## src/rbpc_defines.svh

```systemverilog
// Offsets, field positions, reset values and timing counts of the polarity corrector.
`ifndef RBPC_DEFINES_SVH
`define RBPC_DEFINES_SVH

// Clock rate and period.
`define RBPC_CLK_MHZ 250
`define RBPC_CLK_PERIOD_NS 4

// Failsafe idle interval: nominal point inside the 44 ms to 76 ms window.
`define RBPC_FAILSAFE_MIN_US 44000
`define RBPC_FAILSAFE_MAX_US 76000
`define RBPC_FAILSAFE_TIME_US 58000
`define RBPC_FAILSAFE_CYC (`RBPC_FAILSAFE_TIME_US * `RBPC_CLK_MHZ)

// Least disabled time before standby, rounded up to whole cycles.
`define RBPC_STANDBY_TIME_NS 300
`define RBPC_STANDBY_CYC \
	((`RBPC_STANDBY_TIME_NS + `RBPC_CLK_PERIOD_NS - 1) / `RBPC_CLK_PERIOD_NS)

// Register byte offsets.
`define RBPC_CTRL_OFS 8'h00
`define RBPC_STATUS_OFS 8'h04

// Control register fields.
`define RBPC_CTRL_DRIVE_BIT 0
`define RBPC_CTRL_LISTEN_N_BIT 1
`define RBPC_CTRL_TXD_BIT 2
`define RBPC_CTRL_RESET 3'h4

// Status register fields.
`define RBPC_STAT_RXD_BIT 0
`define RBPC_STAT_INV_BIT 1
`define RBPC_STAT_STANDBY_BIT 2
`define RBPC_STAT_LISTEN_BIT 3
`define RBPC_STAT_DECIDED_BIT 4

// AXI responses.
`define RBPC_RESP_OKAY 2'h0
`define RBPC_RESP_SLVERR 2'h2

`endif

```

## src/rbpc_pkg.sv

```systemverilog
// Types shared by the polarity corrector modules.
`default_nettype none
package rbpc_pkg;
	typedef logic [23:0] rbpc_cnt_t;
	typedef logic [7:0] rbpc_addr_t;
	typedef enum logic [1:0] {RBPC_T_COUNT, RBPC_T_DONE} rbpc_tmr_state_e;
endpackage : rbpc_pkg
`default_nettype wire

```

## src/rbpc_core_if.sv

```systemverilog
// Signals between the corrector core, its idle timer and its standby filter.
`timescale 1ns/1ps
`default_nettype none
interface rbpc_core_if;
	logic restart;
	logic expired;
	logic dis_req;
	logic standby;
	modport tmr (input restart, output expired);
	modport sby (input dis_req, output standby);
	modport core (output restart, output dis_req, input expired, input standby);
endinterface : rbpc_core_if
`default_nettype wire

```

## src/rbpc_idle_timer.sv

```systemverilog
// Failsafe idle timer: one pulse after an unbroken run of listening idle.
`timescale 1ns/1ps
`default_nettype none
module rbpc_idle_timer #(
	parameter int unsigned LIMIT = 1000
) (
	input wire logic aclk,
	input wire logic aresetn,
	rbpc_core_if.tmr tif
);
	import rbpc_pkg::*;

	rbpc_tmr_state_e state_reg;
	rbpc_cnt_t cnt_reg;
	rbpc_cnt_t run_reg;

	// Any restart clears the count, so only uninterrupted idle reaches the limit.
	always_ff @(posedge aclk) begin
		if (!aresetn) begin
			state_reg <= RBPC_T_COUNT;
			cnt_reg <= '0;
			tif.expired <= 1'b0;
		end else if (tif.restart) begin
			state_reg <= RBPC_T_COUNT;
			cnt_reg <= '0;
			tif.expired <= 1'b0;
		end else begin
			case (state_reg)
				RBPC_T_COUNT: begin
					cnt_reg <= cnt_reg + 24'h000001;
					if (cnt_reg == 24'(LIMIT - 1)) begin
						tif.expired <= 1'b1;
						state_reg <= RBPC_T_DONE;
					end else begin
						tif.expired <= 1'b0;
					end
				end
				RBPC_T_DONE: begin
					tif.expired <= 1'b0;
				end
				default: begin
					state_reg <= RBPC_T_COUNT;
					tif.expired <= 1'b0;
				end
			endcase
		end
	end

	// Independent count of cycles since the last restart, read only by a check.
	always_ff @(posedge aclk) begin
		if (!aresetn || tif.restart) begin
			run_reg <= '0;
		end else if (run_reg != 24'hFFFFFF) begin
			run_reg <= run_reg + 24'h000001;
		end
	end

	chk_full_idle: assert property (@(posedge aclk) disable iff (!aresetn)
		tif.expired |-> run_reg >= 24'(LIMIT - 1))
		else $error("Idle expiry came before a full failsafe interval.");
endmodule : rbpc_idle_timer
`default_nettype wire

```

## src/rbpc_standby_filter.sv

```systemverilog
// Standby filter: ignores short disabled pulses, leaves standby at once.
`timescale 1ns/1ps
`default_nettype none
`include "rbpc_defines.svh"
module rbpc_standby_filter (
	input wire logic aclk,
	input wire logic aresetn,
	rbpc_core_if.sby sif
);
	import rbpc_pkg::*;

	localparam logic [7:0] STANDBY_CYC = 8'(`RBPC_STANDBY_CYC);

	logic [7:0] cnt_reg;

	// A re-enable clears the count and standby in the same edge.
	always_ff @(posedge aclk) begin
		if (!aresetn || !sif.dis_req) begin
			cnt_reg <= 8'h00;
			sif.standby <= 1'b0;
		end else if (cnt_reg != STANDBY_CYC) begin
			cnt_reg <= cnt_reg + 8'h01;
			sif.standby <= (cnt_reg == STANDBY_CYC - 8'h01);
		end
	end
endmodule : rbpc_standby_filter
`default_nettype wire

```

## src/rbpc_top.sv

```systemverilog
// Half-duplex bus node control with automatic bus-polarity correction.
`timescale 1ns/1ps
`default_nettype none
`include "rbpc_defines.svh"
// Functional notes
// - Polarity is judged only while listening with driver off.
// - A decision needs the bus idle, without transitions, for the whole failsafe time.
// - Correction starts straight out of reset, finishing inside 44 to 76 ms of idle.
// - The chosen polarity reaches receive and transmit paths together.
// - The chosen polarity is latched and held until the next decision.
// - After reset no inversion is applied.
// - Idle bus seen low at expiry selects inversion, receiver output goes high.
// - In corrected state transmit data is inverted before the driver.
// - The whole detection repeats after every reset.
// - An idle bus with proper failsafe bias reads high at the receiver.
// - Both enables tied: high drives, low receives.
// - Standby only with driver and receiver both disabled.
// - Receiver on while driving returns own transmitted data.
// - Standby only after both disabled for at least 300 ns.
// - Standby ends as soon as either side is enabled.
module rbpc_top #(
	parameter int unsigned IDLE_CYC = `RBPC_FAILSAFE_CYC
) (
	input wire logic aclk,
	input wire logic aresetn,
	input wire rbpc_pkg::rbpc_addr_t s_axi_awaddr,
	input wire logic s_axi_awvalid,
	output logic s_axi_awready,
	input wire logic [31:0] s_axi_wdata,
	input wire logic [3:0] s_axi_wstrb,
	input wire logic s_axi_wvalid,
	output logic s_axi_wready,
	output logic [1:0] s_axi_bresp,
	output logic s_axi_bvalid,
	input wire logic s_axi_bready,
	input wire rbpc_pkg::rbpc_addr_t s_axi_araddr,
	input wire logic s_axi_arvalid,
	output logic s_axi_arready,
	output logic [31:0] s_axi_rdata,
	output logic [1:0] s_axi_rresp,
	output logic s_axi_rvalid,
	input wire logic s_axi_rready,
	input wire logic rx_bus_in,
	output logic rx_data_out,
	output logic rx_data_oe,
	output logic drv_data_out,
	output logic drv_oe,
	output logic standby_out
);
	import rbpc_pkg::*;

	// Address match shared by the read and write decoders.
	function automatic logic rbpc_addr_hit(input rbpc_addr_t addr, input rbpc_addr_t ofs);
		rbpc_addr_hit = (addr[7:2] == ofs[7:2]);
	endfunction : rbpc_addr_hit

	rbpc_core_if cif ();

	logic [2:0] ctrl_reg;
	logic pol_inv_reg;
	logic decided_reg;
	logic rx_prev_reg;
	logic aw_full_reg;
	logic w_full_reg;
	rbpc_addr_t aw_addr_reg;
	logic [31:0] w_data_reg;
	logic [3:0] w_strb_reg;
	logic [7:0] dis_run_reg;
	logic drive_enable;
	logic listen_enable_n;
	logic tx_data;
	logic listening;
	logic rx_edge;
	logic [31:0] status_word;

	assign drive_enable = ctrl_reg[`RBPC_CTRL_DRIVE_BIT];
	assign listen_enable_n = ctrl_reg[`RBPC_CTRL_LISTEN_N_BIT];
	assign tx_data = ctrl_reg[`RBPC_CTRL_TXD_BIT];

	// Listening means receiver on and driver off; nothing else is judged.
	assign listening = !drive_enable && !listen_enable_n;
	assign rx_edge = rx_bus_in ^ rx_prev_reg;

	// Timer restarts on any bus transition or whenever listening stops.
	assign cif.restart = !listening || rx_edge;
	// Standby request needs both sides off, which only separate enables allow.
	assign cif.dis_req = !drive_enable && listen_enable_n;

	rbpc_idle_timer #(
		.LIMIT(IDLE_CYC)
	) u_idle_timer (
		.aclk(aclk),
		.aresetn(aresetn),
		.tif(cif.tmr)
	);

	rbpc_standby_filter u_standby_filter (
		.aclk(aclk),
		.aresetn(aresetn),
		.sif(cif.sby)
	);

	// Previous bus level for transition detection.
	always_ff @(posedge aclk) begin
		if (!aresetn) begin
			rx_prev_reg <= 1'b1;
		end else begin
			rx_prev_reg <= rx_bus_in;
		end
	end

	// Polarity latch: normal after reset, rewritten only at an idle expiry.
	// Every reset starts over from normal, so a reversed bus is found again.
	always_ff @(posedge aclk) begin
		if (!aresetn) begin
			pol_inv_reg <= 1'b0;
			decided_reg <= 1'b0;
		end else if (cif.expired) begin
			pol_inv_reg <= !rx_bus_in;
			decided_reg <= 1'b1;
		end
	end

	// Receive path; an idle biased bus yields high once polarity is right.
	// The receiver stays live while driving, so the node hears itself.
	always_ff @(posedge aclk) begin
		if (!aresetn) begin
			rx_data_out <= 1'b1;
			rx_data_oe <= 1'b0;
		end else begin
			rx_data_out <= rx_bus_in ^ pol_inv_reg;
			rx_data_oe <= !listen_enable_n;
		end
	end

	// Transmit path shares the latch with the receive path.
	always_ff @(posedge aclk) begin
		if (!aresetn) begin
			drv_data_out <= 1'b1;
			drv_oe <= 1'b0;
			standby_out <= 1'b0;
		end else begin
			drv_data_out <= tx_data ^ pol_inv_reg;
			drv_oe <= drive_enable;
			// Standby drops on the very edge that sees an enable, so it outlives the disabled run by one cycle at most.
			standby_out <= cif.standby && cif.dis_req;
		end
	end

	// Write side: address and data are taken in either order, then answered.
	always_ff @(posedge aclk) begin
		if (!aresetn) begin
			aw_full_reg <= 1'b0;
			w_full_reg <= 1'b0;
			aw_addr_reg <= 8'h00;
			w_data_reg <= 32'h00000000;
			w_strb_reg <= 4'h0;
			s_axi_awready <= 1'b1;
			s_axi_wready <= 1'b1;
			s_axi_bvalid <= 1'b0;
			s_axi_bresp <= `RBPC_RESP_OKAY;
		end else begin
			if (s_axi_awvalid && s_axi_awready) begin
				aw_full_reg <= 1'b1;
				aw_addr_reg <= s_axi_awaddr;
				s_axi_awready <= 1'b0;
			end
			if (s_axi_wvalid && s_axi_wready) begin
				w_full_reg <= 1'b1;
				w_data_reg <= s_axi_wdata;
				w_strb_reg <= s_axi_wstrb;
				s_axi_wready <= 1'b0;
			end
			if (aw_full_reg && w_full_reg && !s_axi_bvalid) begin
				aw_full_reg <= 1'b0;
				w_full_reg <= 1'b0;
				s_axi_bvalid <= 1'b1;
				s_axi_bresp <= rbpc_addr_hit(aw_addr_reg, `RBPC_CTRL_OFS) ||
					rbpc_addr_hit(aw_addr_reg, `RBPC_STATUS_OFS) ?
					`RBPC_RESP_OKAY : `RBPC_RESP_SLVERR;
			end
			if (s_axi_bvalid && s_axi_bready) begin
				s_axi_bvalid <= 1'b0;
				s_axi_awready <= 1'b1;
				s_axi_wready <= 1'b1;
			end
		end
	end

	// Control register; reset leaves direction low so correction can begin at once.
	always_ff @(posedge aclk) begin
		if (!aresetn) begin
			ctrl_reg <= `RBPC_CTRL_RESET;
		end else if (aw_full_reg && w_full_reg && !s_axi_bvalid &&
			rbpc_addr_hit(aw_addr_reg, `RBPC_CTRL_OFS) && w_strb_reg[0]) begin
			ctrl_reg <= w_data_reg[2:0];
		end
	end

	// Status word shows the live state of the corrector.
	always_comb begin
		status_word = 32'h00000000;
		status_word[`RBPC_STAT_RXD_BIT] = rx_data_out;
		status_word[`RBPC_STAT_INV_BIT] = pol_inv_reg;
		status_word[`RBPC_STAT_STANDBY_BIT] = standby_out;
		status_word[`RBPC_STAT_LISTEN_BIT] = listening;
		status_word[`RBPC_STAT_DECIDED_BIT] = decided_reg;
	end

	// Read side: one read in flight, answered the edge after the address.
	always_ff @(posedge aclk) begin
		if (!aresetn) begin
			s_axi_arready <= 1'b1;
			s_axi_rvalid <= 1'b0;
			s_axi_rdata <= 32'h00000000;
			s_axi_rresp <= `RBPC_RESP_OKAY;
		end else if (s_axi_arvalid && s_axi_arready) begin
			s_axi_arready <= 1'b0;
			s_axi_rvalid <= 1'b1;
			if (rbpc_addr_hit(s_axi_araddr, `RBPC_CTRL_OFS)) begin
				s_axi_rdata <= {29'h0000000, ctrl_reg};
				s_axi_rresp <= `RBPC_RESP_OKAY;
			end else if (rbpc_addr_hit(s_axi_araddr, `RBPC_STATUS_OFS)) begin
				s_axi_rdata <= status_word;
				s_axi_rresp <= `RBPC_RESP_OKAY;
			end else begin
				s_axi_rdata <= 32'h00000000;
				s_axi_rresp <= `RBPC_RESP_SLVERR;
			end
		end else if (s_axi_rvalid && s_axi_rready) begin
			s_axi_rvalid <= 1'b0;
			s_axi_arready <= 1'b1;
		end
	end

	// Consecutive disabled cycles, read only by the standby delay check.
	always_ff @(posedge aclk) begin
		if (!aresetn || !cif.dis_req) begin
			dis_run_reg <= 8'h00;
		end else if (dis_run_reg != 8'hFF) begin
			dis_run_reg <= dis_run_reg + 8'h01;
		end
	end

	chk_listen_gate: assert property (@(posedge aclk) disable iff (!aresetn)
		cif.expired |-> $past(listening) && listening)
		else $error("Polarity judged while not listening.");

	chk_low_inverts: assert property (@(posedge aclk) disable iff (!aresetn)
		cif.expired && !rx_bus_in |=> pol_inv_reg ##1 rx_data_out)
		else $error("Low idle bus did not select inversion.");

	chk_high_normal: assert property (@(posedge aclk) disable iff (!aresetn)
		cif.expired && rx_bus_in |=> !pol_inv_reg)
		else $error("High idle bus did not select normal polarity.");

	chk_latch_hold: assert property (@(posedge aclk) disable iff (!aresetn)
		!cif.expired |=> $stable(pol_inv_reg))
		else $error("Polarity latch changed without a decision.");

	chk_tx_invert: assert property (@(posedge aclk) disable iff (!aresetn)
		pol_inv_reg && $stable(pol_inv_reg) |=> drv_data_out == !$past(tx_data))
		else $error("Transmit data not inverted in corrected state.");

	chk_paths_agree: assert property (@(posedge aclk) disable iff (!aresetn)
		$stable(pol_inv_reg) |=> (rx_data_out ^ $past(rx_bus_in)) ==
			(drv_data_out ^ $past(tx_data)))
		else $error("Receive and transmit paths disagree on polarity.");

	chk_standby_delay: assert property (@(posedge aclk) disable iff (!aresetn)
		standby_out |-> dis_run_reg > 8'(`RBPC_STANDBY_CYC))
		else $error("Standby entered before the least disabled time.");

	chk_standby_exit: assert property (@(posedge aclk) disable iff (!aresetn)
		!cif.dis_req |-> ##2 !standby_out)
		else $error("Standby not left after an enable.");

	chk_drive_dir: assert property (@(posedge aclk) disable iff (!aresetn)
		drive_enable [*2] |-> drv_oe ##0 !cif.standby)
		else $error("Driver not enabled while direction is high.");
endmodule : rbpc_top
`default_nettype wire

```

## config.mk

```make
export PLATFORM = sky130hd
export DESIGN_NAME = rbpc_top
export DESIGN_NICKNAME = d
export VERILOG_FILES = /design/src/rbpc_pkg.sv /design/src/rbpc_core_if.sv /design/src/rbpc_idle_timer.sv /design/src/rbpc_standby_filter.sv /design/src/rbpc_top.sv
export VERILOG_INCLUDE_DIRS = /design/src
export SDC_FILE = /design/constraint.sdc
export NUM_CORES = 1
export LEC_CHECK = 0
export BUFFER_PORTS_ARGS = -buffer_cell sky130_fd_sc_hd__buf_2
export CORE_AREA = 2 2 93 95
export CTS_CLUSTER_DIAMETER = 200
export DETAILED_ROUTE_END_ITERATION = 8
export DIE_AREA = 0 0 95 97
export PLACE_DENSITY = 0.65
export SYNTH_ARGS = -nofsm -noshare
export SYNTH_HDL_FRONTEND = slang
export SYNTH_SLANG_ARGS = --single-unit
```

## constraint.sdc

```tcl
create_clock -name aclk -period 4.4 [get_ports aclk]
set_input_delay 0 -clock aclk [delete_from_list [all_inputs] [get_ports aclk]]
set_output_delay 0 -clock aclk [all_outputs]
set_load 0.01 [all_outputs]
```

# After elaboration in Yosys (flattened, before gate mapping)

Index checks and enable logic that the tools add are counted.

Add/subtract/negate cells: 2
Multipliers: 0
Divide/modulo/power cells: 0
Order comparisons: 0
Eq/ne operators: 7
Shift-type cells: 0
Multiplexer cells: 12
Bitwise operators: 6
Reduce and logical (&&, ||, !) cells: 31

Operators with widths:

| kind                                                                   | count |
|---|---|
| 24-bit by 1-bit adder with 24-bit output (second input constant)       | 1 |
| 24-bit equality test (second input constant)                           | 1 |
| 6-bit by 1-bit equality test with 1-bit output (second input constant) | 2 |
| 1-bit logical AND                                                      | 12 |
| 6-bit logical NOT                                                      | 2 |
| 5-bit two-way mux                                                      | 2 |
| 8-bit by 1-bit adder with 8-bit output (second input constant)         | 1 |
| 8-bit by 7-bit equality test with 1-bit output (second input constant) | 1 |
| 2-bit two-way mux                                                      | 4 |
| 8-bit by 7-bit != test with 1-bit output (second input constant)       | 1 |
| 1-bit logical NOT                                                      | 7 |
| 2-bit OR reduction                                                     | 3 |
| 1-bit two-way mux                                                      | 5 |
| 2-bit one-hot mux with 2 select lines                                  | 1 |
| 1-bit logical OR                                                       | 3 |
| 1-bit inverter                                                         | 3 |
| 3-bit OR reduction                                                     | 1 |
| 1-bit bitwise XOR                                                      | 3 |
| 2-bit by 1-bit equality test with 1-bit output (second input constant) | 1 |
| 2-bit logical NOT                                                      | 1 |
| 2-bit by 1-bit != test with 1-bit output (second input constant)       | 1 |
| 2-bit AND reduction                                                    | 1 |
| 2-bit nonzero test                                                     | 1 |

Bits in registers: 102
Bits in latches: 0
Bits in writable memories: 0
ROM bits: 0
Output and inout port bits: 46
Memories: 0

# Longest topological paths before layout

Gate-level depths: netlist (run 1).

Word-level depth: 5
Gate-level depth with buffers: 5

# Modules after synthesis

Synthesis (run 1) repeated with hierarchy kept, for this count alone.

Cells, all modules: 372
Area, all modules: 3,320.7 sq um

By module, submodules not included:

| module              | times used | cells an instance | area each (sq um) |
|---|---|---|---|
| rbpc_top            | 1          | 177               | 1,606.5 |
| rbpc_idle_timer     | 1          | 146               | 1,247.4 |
| rbpc_standby_filter | 1          | 49                | 466.7 |

# Least setup slack after synthesis (run 1)

No wires, ideal clock.

Kind: reg2reg
Start: register u_idle_timer.cnt_reg[0]
End: register u_idle_timer.cnt_reg[16]
Setup time: 0.071 ns
Data arrival time: 1.724 ns
Slack: 2.605 ns
Cell stages (with the launch flop): 6
Path buffers: 0
Period minus slack after synthesis: 1.795 ns
Path through: dfxtp_1 > ha_1 > nand3b_4 > or4_4 > or3_1 > a21oi_1

Word-level cells in the longest chain between the ends: 1

RTL lines:

| element                                  | RTL line              | source |
|---|---|---|
| start: declaration                       | rbpc_idle_timer.sv:14 | `rbpc_cnt_t cnt_reg;` |
| start signal: assignment                 | rbpc_idle_timer.sv:30 | `cnt_reg <= cnt_reg + 24'h000001;` |
| 24-bit by 1-bit adder with 24-bit output | rbpc_idle_timer.sv:30 |  |

Every way passes these cells.
A chain may end at the register's enable or synchronous reset.

# Worst setup path after layout (run 1)

Start: register u_idle_timer.cnt_reg[3]
End: register u_idle_timer.cnt_reg[19]

Same word-level chain as after synthesis.

==> results.toml, run 1 <==
[outcome]
outcome = "completed"

[worst_setup_path]
crit_path_max_fanout = 13
cp.arrival_ns = 2.35
crit_path_end_kind = "register"
reg2reg_depth = 4
path_class = "reg2reg"
reg2reg_slack_ns = 2.35
r2r_end = "u_idle_timer.cnt_reg[19]$_SDFFE_PP0N_"
endpoint = "u_idle_timer.cnt_reg[19]$_SDFFE_PP0N_"
timing.rr.start = "u_idle_timer.cnt_reg[3]$_SDFFE_PP0N_"
critPathLaunchType = "register"
required_ns = 4.69
critPathLaunch = "u_idle_timer.cnt_reg[3]$_SDFFE_PP0N_"

[synth]
synthSimpleGateAreaFrac_pct = 26.56
ys.flop_type = "dfxtp_1"
synth_top_family_by_area = "simple AND/OR/NAND/NOR gates"
post_synth.cell_area_avg_um2 = 9.099
synth_area_leader_cell = "dfxtp_1"
yosysSeqAreaShare_pct = 44.13
synthTopCellsByCount = "70 x dfxtp_1, 31 x nand2_1, 31 x nor2_1"
synth_fa_ha_area_share_pct = 1.182
synth_most_common_cell = "dfxtp_1"
syn_inst = 349
synth-edff-count = 0
synth-warning-count = 0
muxShareOfSynthArea_pct = 3.586
synth_xor_area_share_pct = 6.344
syn_area_um2 = 3176
synth_cell_type_count = 48
ys_ff_latch = 70
synth_area_leaders = "dfxtp_1 44%, buf_4 7.1%, xnor2_1 3.9%"
async_flop_share_pct = 0
synth_top_area_share_pct = 44.13
synth-compound-area-share_pct = 8.865

[drt]
drt_iter0_drc = 38
detail-route-antenna-nets = 0
wl_per_cell_um = 11.72
drc = 0
dr_total_vias = 2518
drt-total-wl_mm = 6.140
routed_via_density = 4.805
firstDrtPassIters = 4

[timing]
tightest_slew_ns = 0.7240
grt_setup_unrepaired = "no"
fin_setup_tns_ns = 0
finalClockSkew_ns = 0.007774
slew_violations = 0
fin_crit_ns = 2.052
holdWs_ns = 0.02364
fin_crit_sh_pct = 46.64
fmax_ghz = 0.4872
finalSetupViolCount = 0
hold_viol_final = 0
fin_ws_ns = 2.348
slew_headroom_pct = 51.73

[place]
place_ws_ns = 2.295
io_buffer_count = 40
placedInstanceArea_um2 = 3357
gp_congestion = 0.7171
dp_hpwl_mm = 4.153

[flow_run]
cap_violations = 0

[pwr]
vdd_drop_max_mv = 0.2419
power.net_switching_mw = 0.3059
p_per_area_nw_per_um2 = 343.7
p_clk_share_pct = 42.8
seqPwrFrac_pct = 50.2
p_leak_nw = 1.519
internal_power_mw = 1.007
switching_share_pct = 23.31
combPwrFrac_pct = 7.1

[global_routing]
grtUsageMet1_pct = 18.69
grt_pass1_wl_mm = 10.62
grt_util_met2_pct = 22.04
grt_overflow = 0
antenna_found_initial = 0
grt_max_degree = 36
grt_most_used_layer = "met2"
grt_pass1_vias = 2412
grt_use_total_pct = 14.46
use_met3_pct = 3.583

[final_layout]
final_nets = 478
largest_register_ffs = 24
final_cell_area_um2 = 3819
syn2layout_area_growth_pct = 20.25
diodes = 0
fill_cells = 780
drive_gt1_share_pct = 15.75

[clock_tree]
worst_setup_hold_path_clk_slew_ns = 0.08
root_buffer = "clkbuf_8"
clk_path_buf_depth = 2
cts_buffers = 9
cts.sinks = 70
clock_latency_ns = 0.35
post-cts-setup-buffers = 0
cts_max_level = 3
cts_tree = "built"

[floorplan]
fp.dieH_um = 97
io_pins = 106
die_area_um2 = 9215
start_util_pct = 39.04
core_area_um2 = 8134
die_w_um = 95
placementRows = 33

[hold_path]
hold_path.class = "in2reg"
## area by class of cell
cell class	instances	area [um2]	share of cell area (%)
Tap cell	105	131.4	3.440
Inverter	10	37.54	0.9830
Clock buffer	9	123.9	3.244
Sequential cell	70	1401	36.70
Multi-Input combinational cell	259	1587	41.55
Clock inverter	6	87.58	2.294
Timing Repair Buffer	65	450.4	11.80
## stage by stage
stage               cells  power, mW  utilization, %
floorplan             377     0.7407               -
global placement      484     0.7461           41.27
detailed placement    484     0.7478           41.27
CTS                   524      1.331           46.95
global route          524      1.376           46.95
finish                524      1.312           46.95
## layer usage
layer  wire, um  vias up  part of all wire, %
li1           -     1276                    -
met1       2828     1167                   46
met2       2892       64                   47
met3        267       11                  4.3
met4        152        0                  2.5
met5          0        -                    0
## logic make-up after synthesis
logic type / Yosys count
AO/OA/AOI/OAI: 42
XOR/XNOR: 23
adder cells (fa/ha/maj): 3
buffers and inverters: 48
flip-flops: 70
multiplexers: 11
other: 1
AND/OR/NAND/NOR: 151
## power groups by stage
stage	sequential (mW)	combinational (mW)	clock [mW]
after floorplan	0.673	0.0682	0
after global placement	0.672	0.0738	0
after detailed placement	0.673	0.0749	0
after CTS	0.658	0.0924	0.580
after global routing	0.661	0.106	0.609
final	0.658	0.0928	0.561
## timing repair
item,4_1_cts,5_1_grt
hold buffers,25,0
resized for setup,0,0
endpoints found under the hold margin,19,0
## worst min path at each step
| stage | startpoint | to | slack (ns) | cells after the start |
|---|---|---|---|---|
| detailed placement | s_axi_wvalid | s_axi_wready$_SDFFE_PP1P_ | 0.26 | 2 |
| global route | s_axi_araddr[2] | s_axi_rdata[3]$_SDFFE_PN0P_ | 0.05 | 3 |
| finish | s_axi_araddr[2] | s_axi_rdata[4]$_SDFFE_PN0P_ | 0.02 | 3 |
| global placement | s_axi_wvalid | s_axi_wready$_SDFFE_PP1P_ | 0.25 | 2 |
| CTS | s_axi_araddr[2] | s_axi_rdata[4]$_SDFFE_PN0P_ | 0.008 | 3 |
| floorplan | aresetn | rx_prev_reg$_SDFF_PN1_ | 0.07 | 1 |
## cells in the final DEF (no fill, tap or decap), types with 3 or more instances in the layout
cell	synthesis	layout
a21boi_0	13	13
inv_1	10	10
or4_1	3	3
conb_1	1	29
nor2b_1	9	9
buf_2	0	40
nand2_1	31	31
nand3b_1	3	3
a21oi_1	7	7
xnor2_1	14	14
nor2_1	31	31
nand4_1	3	3
dfxtp_1	70	70
and2_1	3	3
xor2_1	9	9
nand3_1	23	23
ha_1	3	3
nor3_1	6	6
o21ai_0	10	10
nand4b_1	3	3
mux2_2	3	3
or3_1	6	6
nor4_1	7	7
and3_1	3	3
a22oi_1	3	3
nand2b_1	6	6
mux2i_1	8	8
dlygate4sd3_1	0	25
clkbuf_8	0	9
## worst max-delay path, cell delays in order, from the launching register on
cell and delay [ns]:
dfxtp_1 0.40, nand3_1 0.35, or4_4 0.69, or4_1 0.48, nand2_1 0.07
Note: power is estimated with default switching activity, not from simulation.
==> inputs of run 2 (changes only) <==
- clock period: 4.4 -> 2.1 ns (I/O delays scaled with it)
==> run 2 against run 1 <==
Count of clock-buffer cells in the layout rose by 1. Sequential share of layout area fell by 0.30 points. Worst setup slack got worse by 2.2 ns. Largest power group unchanged. Cell area rose by 0.82%. Hold slack got worse by 0.0045 ns. Clock skew rose by 0.0018 ns. Register-to-register slack got worse by 2.2 ns. Clock power rose by 100%. Power rose by 110%. Global-route usage rose by 0.47 points.
==> results.toml, run 2 (synthesized netlist as in run 1, its figures left out) <==
[outcome]
outcome = "completed"

[floorplan]
io_pins = 106
core_area_um2 = 8134
die_w_um = 95
fp.dieH_um = 97
placementRows = 33
start_util_pct = 39.04
die_area_um2 = 9215

[hold_path]
hold_path.class = "in2reg"
hold_start = "s_axi_araddr[2]"
hold_depth = 3

[timing]
fmax_ghz = 0.5106
hold_viol_final = 0
fin_crit_sh_pct = 93.25
holdWs_ns = 0.01918
fin_ws_ns = 0.1417
finalSetupViolCount = 0
fin_crit_ns = 1.958
finalClockSkew_ns = 0.009603
tightest_slew_ns = 0.6674
slew_headroom_pct = 55.17
fin_setup_tns_ns = 0
slew_violations = 0
grt_setup_unrepaired = "no"

[worst_setup_path]
critPathLaunchType = "register"
critPathLaunch = "u_idle_timer.cnt_reg[3]$_SDFFE_PP0N_"
timing.rr.start = "u_idle_timer.cnt_reg[3]$_SDFFE_PP0N_"
crit_path_end_kind = "register"
critical_path.top_delay_family = "simple AND/OR/NAND/NOR gates"
cpPeakStageDelay_ns = 0.66
reg2reg_depth = 4
crit_path_max_fanout = 9
reg2reg_slack_ns = 0.14
path_depth = 4
cp_slowest_cell = "or4_4"
critPathBufInv = 0
cp.arrival_ns = 2.25
path_class = "reg2reg"
required_ns = 2.40
cp_cell_sequence = "nand3_1 > or4_4 > or4_1 > nand2_1"

[final_layout]
multiInputGateArea_um2 = 1587
syn2layout_area_growth_pct = 21.24
layout_commonest_cell = "dfxtp_1"
final_nets = 483
diodes = 0
final_core_util_pct = 47.33
final_cell_area_um2 = 3850
stdcell_count = 530
seqCellArea_um2 = 1401
final_cell_mix = "70 x dfxtp_1, 40 x buf_2, 31 x nand2_1, 31 x nor2_1, 29 x conb_1"
drive_gt1_share_pct = 17.18
fill_cells = 758
largest_register_ffs = 24

[drt]
routed_via_density = 4.755
wl_per_cell_um = 12.03
dr_total_vias = 2520
drt-total-wl_mm = 6.377
drc = 0
detail-route-antenna-nets = 0
firstDrtPassIters = 4
drt_iter0_drc = 61

[clock_tree]
post-cts-setup-buffers = 0
hold_buffers = 24
cts.repair.resized = 0
root_buffer = "clkbuf_8"
clock_latency_ns = 0.35
cts_tree = "built"
cts.sinks = 70
cts_max_level = 3
worst_setup_hold_path_clk_slew_ns = 0.08
cts_buffers = 9
clk_path_buf_depth = 2

[place]
place_ws_ns = 0.1713
io_buffer_count = 40
placedInstanceArea_um2 = 3402
dp_hpwl_mm = 4.217
place_inst = 490
gp_congestion = 0.7574

[pwr]
p_per_area_nw_per_um2 = 703.2
switching_share_pct = 24.83
p_clk_share_pct = 41.7
power.net_switching_mw = 0.6723
fin_total_pwr_mw = 2.707
p_leak_nw = 1.531
vdd_drop_max_mv = 0.6274
combPwrFrac_pct = 7.4
internal_power_mw = 2.035
seqPwrFrac_pct = 51.0

[global_routing]
antenna_found_initial = 0
grt_pass1_vias = 2431
grt_pass1_wl_mm = 10.81
grt_use_total_pct = 14.93
grt_max_degree = 35
grt_overflow = 0

[flow_run]
cap_violations = 0
[run 2: path summary, 6_finish.rpt]
path	end
max	u_idle_timer.cnt_reg[19]$_SDFFE_PP0N_
min	s_axi_rdata[4]$_SDFFE_PN0P_
max reg2reg	u_idle_timer.cnt_reg[19]$_SDFFE_PP0N_
min reg2reg	standby_out$_SDFF_PN0_
[run 2: tightest hold or removal path: stages]
cell and delay, ns:
buf_2 0.14, a32oi_1 0.11, nor2b_1 0.09
[run 2: layout make-up]
cell class / instances / area share, %
flip-flops and latches: 70 / 36.40
clock buffers: 10 / 3.575
multi-input cells: 259 / 41.21
well taps: 105 / 3.412
clock inverters: 6 / 1.820
inverters: 10 / 0.9750
repair buffers: 70 / 12.61
[run 2: per-layer routing]
layer	up-vias	GRT usage, %	part of all wire, %
li1	1291	-	-
met1	1153	18.57	46
met2	64	23.13	47
met3	12	3.583	4.0
met4	0	8.919	2.7
met5	-	0	0
[run 2: power by group through the flow]
stage / clock [mW] / combinational, mW / sequential [mW]
final: 1.13 / 0.199 / 1.38
after global routing: 1.23 / 0.225 / 1.38
after CTS: 1.16 / 0.197 / 1.38
after detailed placement: 0 / 0.162 / 1.41
after global placement: 0 / 0.159 / 1.41
after floorplan: 0 / 0.143 / 1.41
==> inputs of run 3 (changes only) <==
- ABC_AREA: not set -> 1
- CORE_AREA: 2 2 93 95 -> 2 2 96 98
- DIE_AREA: 0 0 95 97 -> 0 0 98 100
==> run 3 against run 2 <==
First-iteration DRC count is 120% higher. Hold slack worse by 0.0012 ns. Critical endpoint is now u_idle_timer.cnt_reg[16]$_SDFFE_PP0N_. Critical path depth is 4 higher. Cell area is 3.8% higher. Synthesized area is 8.4% higher. Synthesized cell count is 40% higher. Non-clock buffer count is 12 lower.
==> results.toml, run 3 <==
[drt]
detail-route-antenna-nets = 0
wl_per_cell_um = 10.36
firstDrtPassIters = 4
drt_iter0_drc = 135
routed_via_density = 4.608
drt-total-wl_mm = 6.887
dr_total_vias = 3064
drc = 0

[pwr]
vdd_drop_max_mv = 0.3209
p_per_area_nw_per_um2 = 666.3
p_leak_nw = 1.733

[synth]
synth_area_leaders = "dfxtp_1 41%, nand2_1 9.8%, nor2_1 9.1%"
synth_cell_type_count = 34
yosysSeqAreaShare_pct = 40.73
synth_top_area_share_pct = 40.73
syn_inst = 488
syn_area_um2 = 3441
async_flop_share_pct = 0
synth-edff-count = 0
ys.flop_type = "dfxtp_1"
ys_ff_latch = 70
synthTopCellsByCount = "90 x nand2_1, 83 x nor2_1, 70 x dfxtp_1"
synth_area_leader_cell = "dfxtp_1"
synth-warning-count = 0
synth_most_common_cell = "nand2_1"
post_synth.cell_area_avg_um2 = 7.051

[clock_tree]
worst_setup_hold_path_clk_slew_ns = 0.08
cts_tree = "built"
clock_latency_ns = 0.34
post-cts-setup-buffers = 0
cts.sinks = 70
clk_path_buf_depth = 2
cts_buffers = 9
root_buffer = "clkbuf_8"
cts_max_level = 3

[timing]
grt_setup_unrepaired = "no"
finalSetupViolCount = 0
fin_ws_ns = 0.6128
fin_crit_sh_pct = 70.82
slew_violations = 0
hold_viol_final = 0
fin_crit_ns = 1.487
fin_setup_tns_ns = 0
fmax_ghz = 0.6724
finalClockSkew_ns = 0.01103

[final_layout]
fill_cells = 942
final_nets = 612
drive_gt1_share_pct = 15.16
diodes = 0
layout_commonest_cell = "nand2_1"
final_cell_mix = "90 x nand2_1, 83 x nor2_1, 70 x dfxtp_1, 60 x inv_1, 40 x buf_2"
syn2layout_area_growth_pct = 16.18
largest_register_ffs = 24

[worst_setup_path]
reg2reg_depth = 8
cp_slowest_cell = "dfxtp_1"
path_depth = 8
critPathBufInv = 1
cp.arrival_ns = 1.72
critical_path.top_delay_family = "simple AND/OR/NAND/NOR gates"
r2r_end = "u_idle_timer.cnt_reg[16]$_SDFFE_PP0N_"
crit_path_max_fanout = 6
endpoint = "u_idle_timer.cnt_reg[16]$_SDFFE_PP0N_"
cpPeakStageDelay_ns = 0.40
cp_cell_sequence = "ha_1 > inv_1 > nor2_4 > nand3_1 > nor2_1 > nand2_1 > nand2_1 > nor2_1"
required_ns = 2.33
timing.rr.start = "u_idle_timer.cnt_reg[0]$_SDFFE_PP0N_"
path_class = "reg2reg"
reg2reg_slack_ns = 0.61
crit_path_end_kind = "register"
critPathLaunch = "u_idle_timer.cnt_reg[0]$_SDFFE_PP0N_"
critPathLaunchType = "register"

[place]
place_ws_ns = 0.6428
io_buffer_count = 40
dp_hpwl_mm = 4.994
gp_congestion = 0.8472

[global_routing]
grt_max_degree = 21
antenna_found_initial = 0
grt_pass1_vias = 2894
grt_overflow = 0
grt_use_total_pct = 14.80
grt_pass1_wl_mm = 12.08

[flow_run]
cap_violations = 0

[floorplan]
io_pins = 106
start_util_pct = 38.71
core_area_um2 = 8890
die_area_um2 = 9800
placementRows = 35
die_w_um = 98
fp.dieH_um = 100

[hold_path]
hold_depth = 3
hold_path.class = "in2reg"

[outcome]
outcome = "completed"
[run 3: changes by cell type after synthesis, moves of 12 or more]
cell	before	now
nand2_1	31	90
nor2_1	31	83
a21oi_1	7	24
inv_1	10	60
a21boi_0	13	1
xnor2_1	14	2
[run 3: metrics by stage]
stage	util, %	area [um2]	power, mW	hold WS [ns]	cells
floorplan	-	3546	1.598	0.09411	516
global placement	41.01	3646	1.619	0.2491	633
detailed placement	41.01	3646	1.625	0.2699	633
CTS	44.97	3998	2.700	0.01002	665
global route	44.97	3998	2.780	0.03112	665
finish	44.97	3998	2.663	0.01801	665
[run 3: routing by layer]
layer	share of wire [%]	wire, um	global-route usage (%)	vias to the layer above
li1	-	-	-	1610
met1	46	3187	17.79	1359
met2	46	3166	25.18	78
met3	5.3	367	2.855	17
met4	2.4	166	7.799	0
met5	0	0	0	-
[run 3: logic make-up after synthesis]
| group | count (synthesis) | synth area share, % |
|---|---|---|
| flip-flops | 70 | 40.73 |
| AO/OA/AOI/OAI | 50 | 7.455 |
| adder cells (fa/ha/maj) | 3 | 1.091 |
| XOR/XNOR | 5 | 1.273 |
| other | 1 | 0.1090 |
| buffers and inverters | 101 | 14.47 |
| AND/OR/NAND/NOR | 258 | 34.87 |
[run 3: worst min-delay path by stage]
stage                                        to  slack [ns]             from
floorplan              pol_inv_reg$_SDFFE_PN0P_        0.09        rx_bus_in
finish                 decided_reg$_SDFFE_PN0P_        0.02          aresetn
global route           decided_reg$_SDFFE_PN0P_        0.03          aresetn
global placement    aw_addr_reg[5]$_SDFFE_PN0P_        0.25  s_axi_awaddr[5]
CTS                    decided_reg$_SDFFE_PN0P_        0.01          aresetn
detailed placement  aw_addr_reg[5]$_SDFFE_PN0P_        0.27  s_axi_awaddr[5]
[run 3: final cells by class]
class | instances | area, um2 | share of cell area [%]
multi-input cells | 345 | 1647 | 41.19
flip-flops and latches | 70 | 1401 | 35.05
repair buffers | 58 | 375.4 | 9.390
inverters | 65 | 244.0 | 6.103
clock buffers | 11 | 151.4 | 3.787
well taps | 111 | 138.9 | 3.474
clock inverters | 5 | 40.04 | 1.002
[run 3: where the power goes]
part / switching, mW / internal [mW] / total, mW
Sequential: 0.0231 / 1.37 / 1.39
Clock: 0.542 / 0.504 / 1.05
Combinational: 0.136 / 0.0901 / 0.226
Total: 0.701 / 1.96 / 2.66
[run 3: repair_timing]
item	CTS	global route
endpoints found under the hold margin	19	0
hold buffers	16	0
resized for setup	0	0
[run 3: tightest hold or removal path, stage by stage]
cell    delay (ns)
buf_2         0.10
inv_2         0.11
nor2_1        0.11
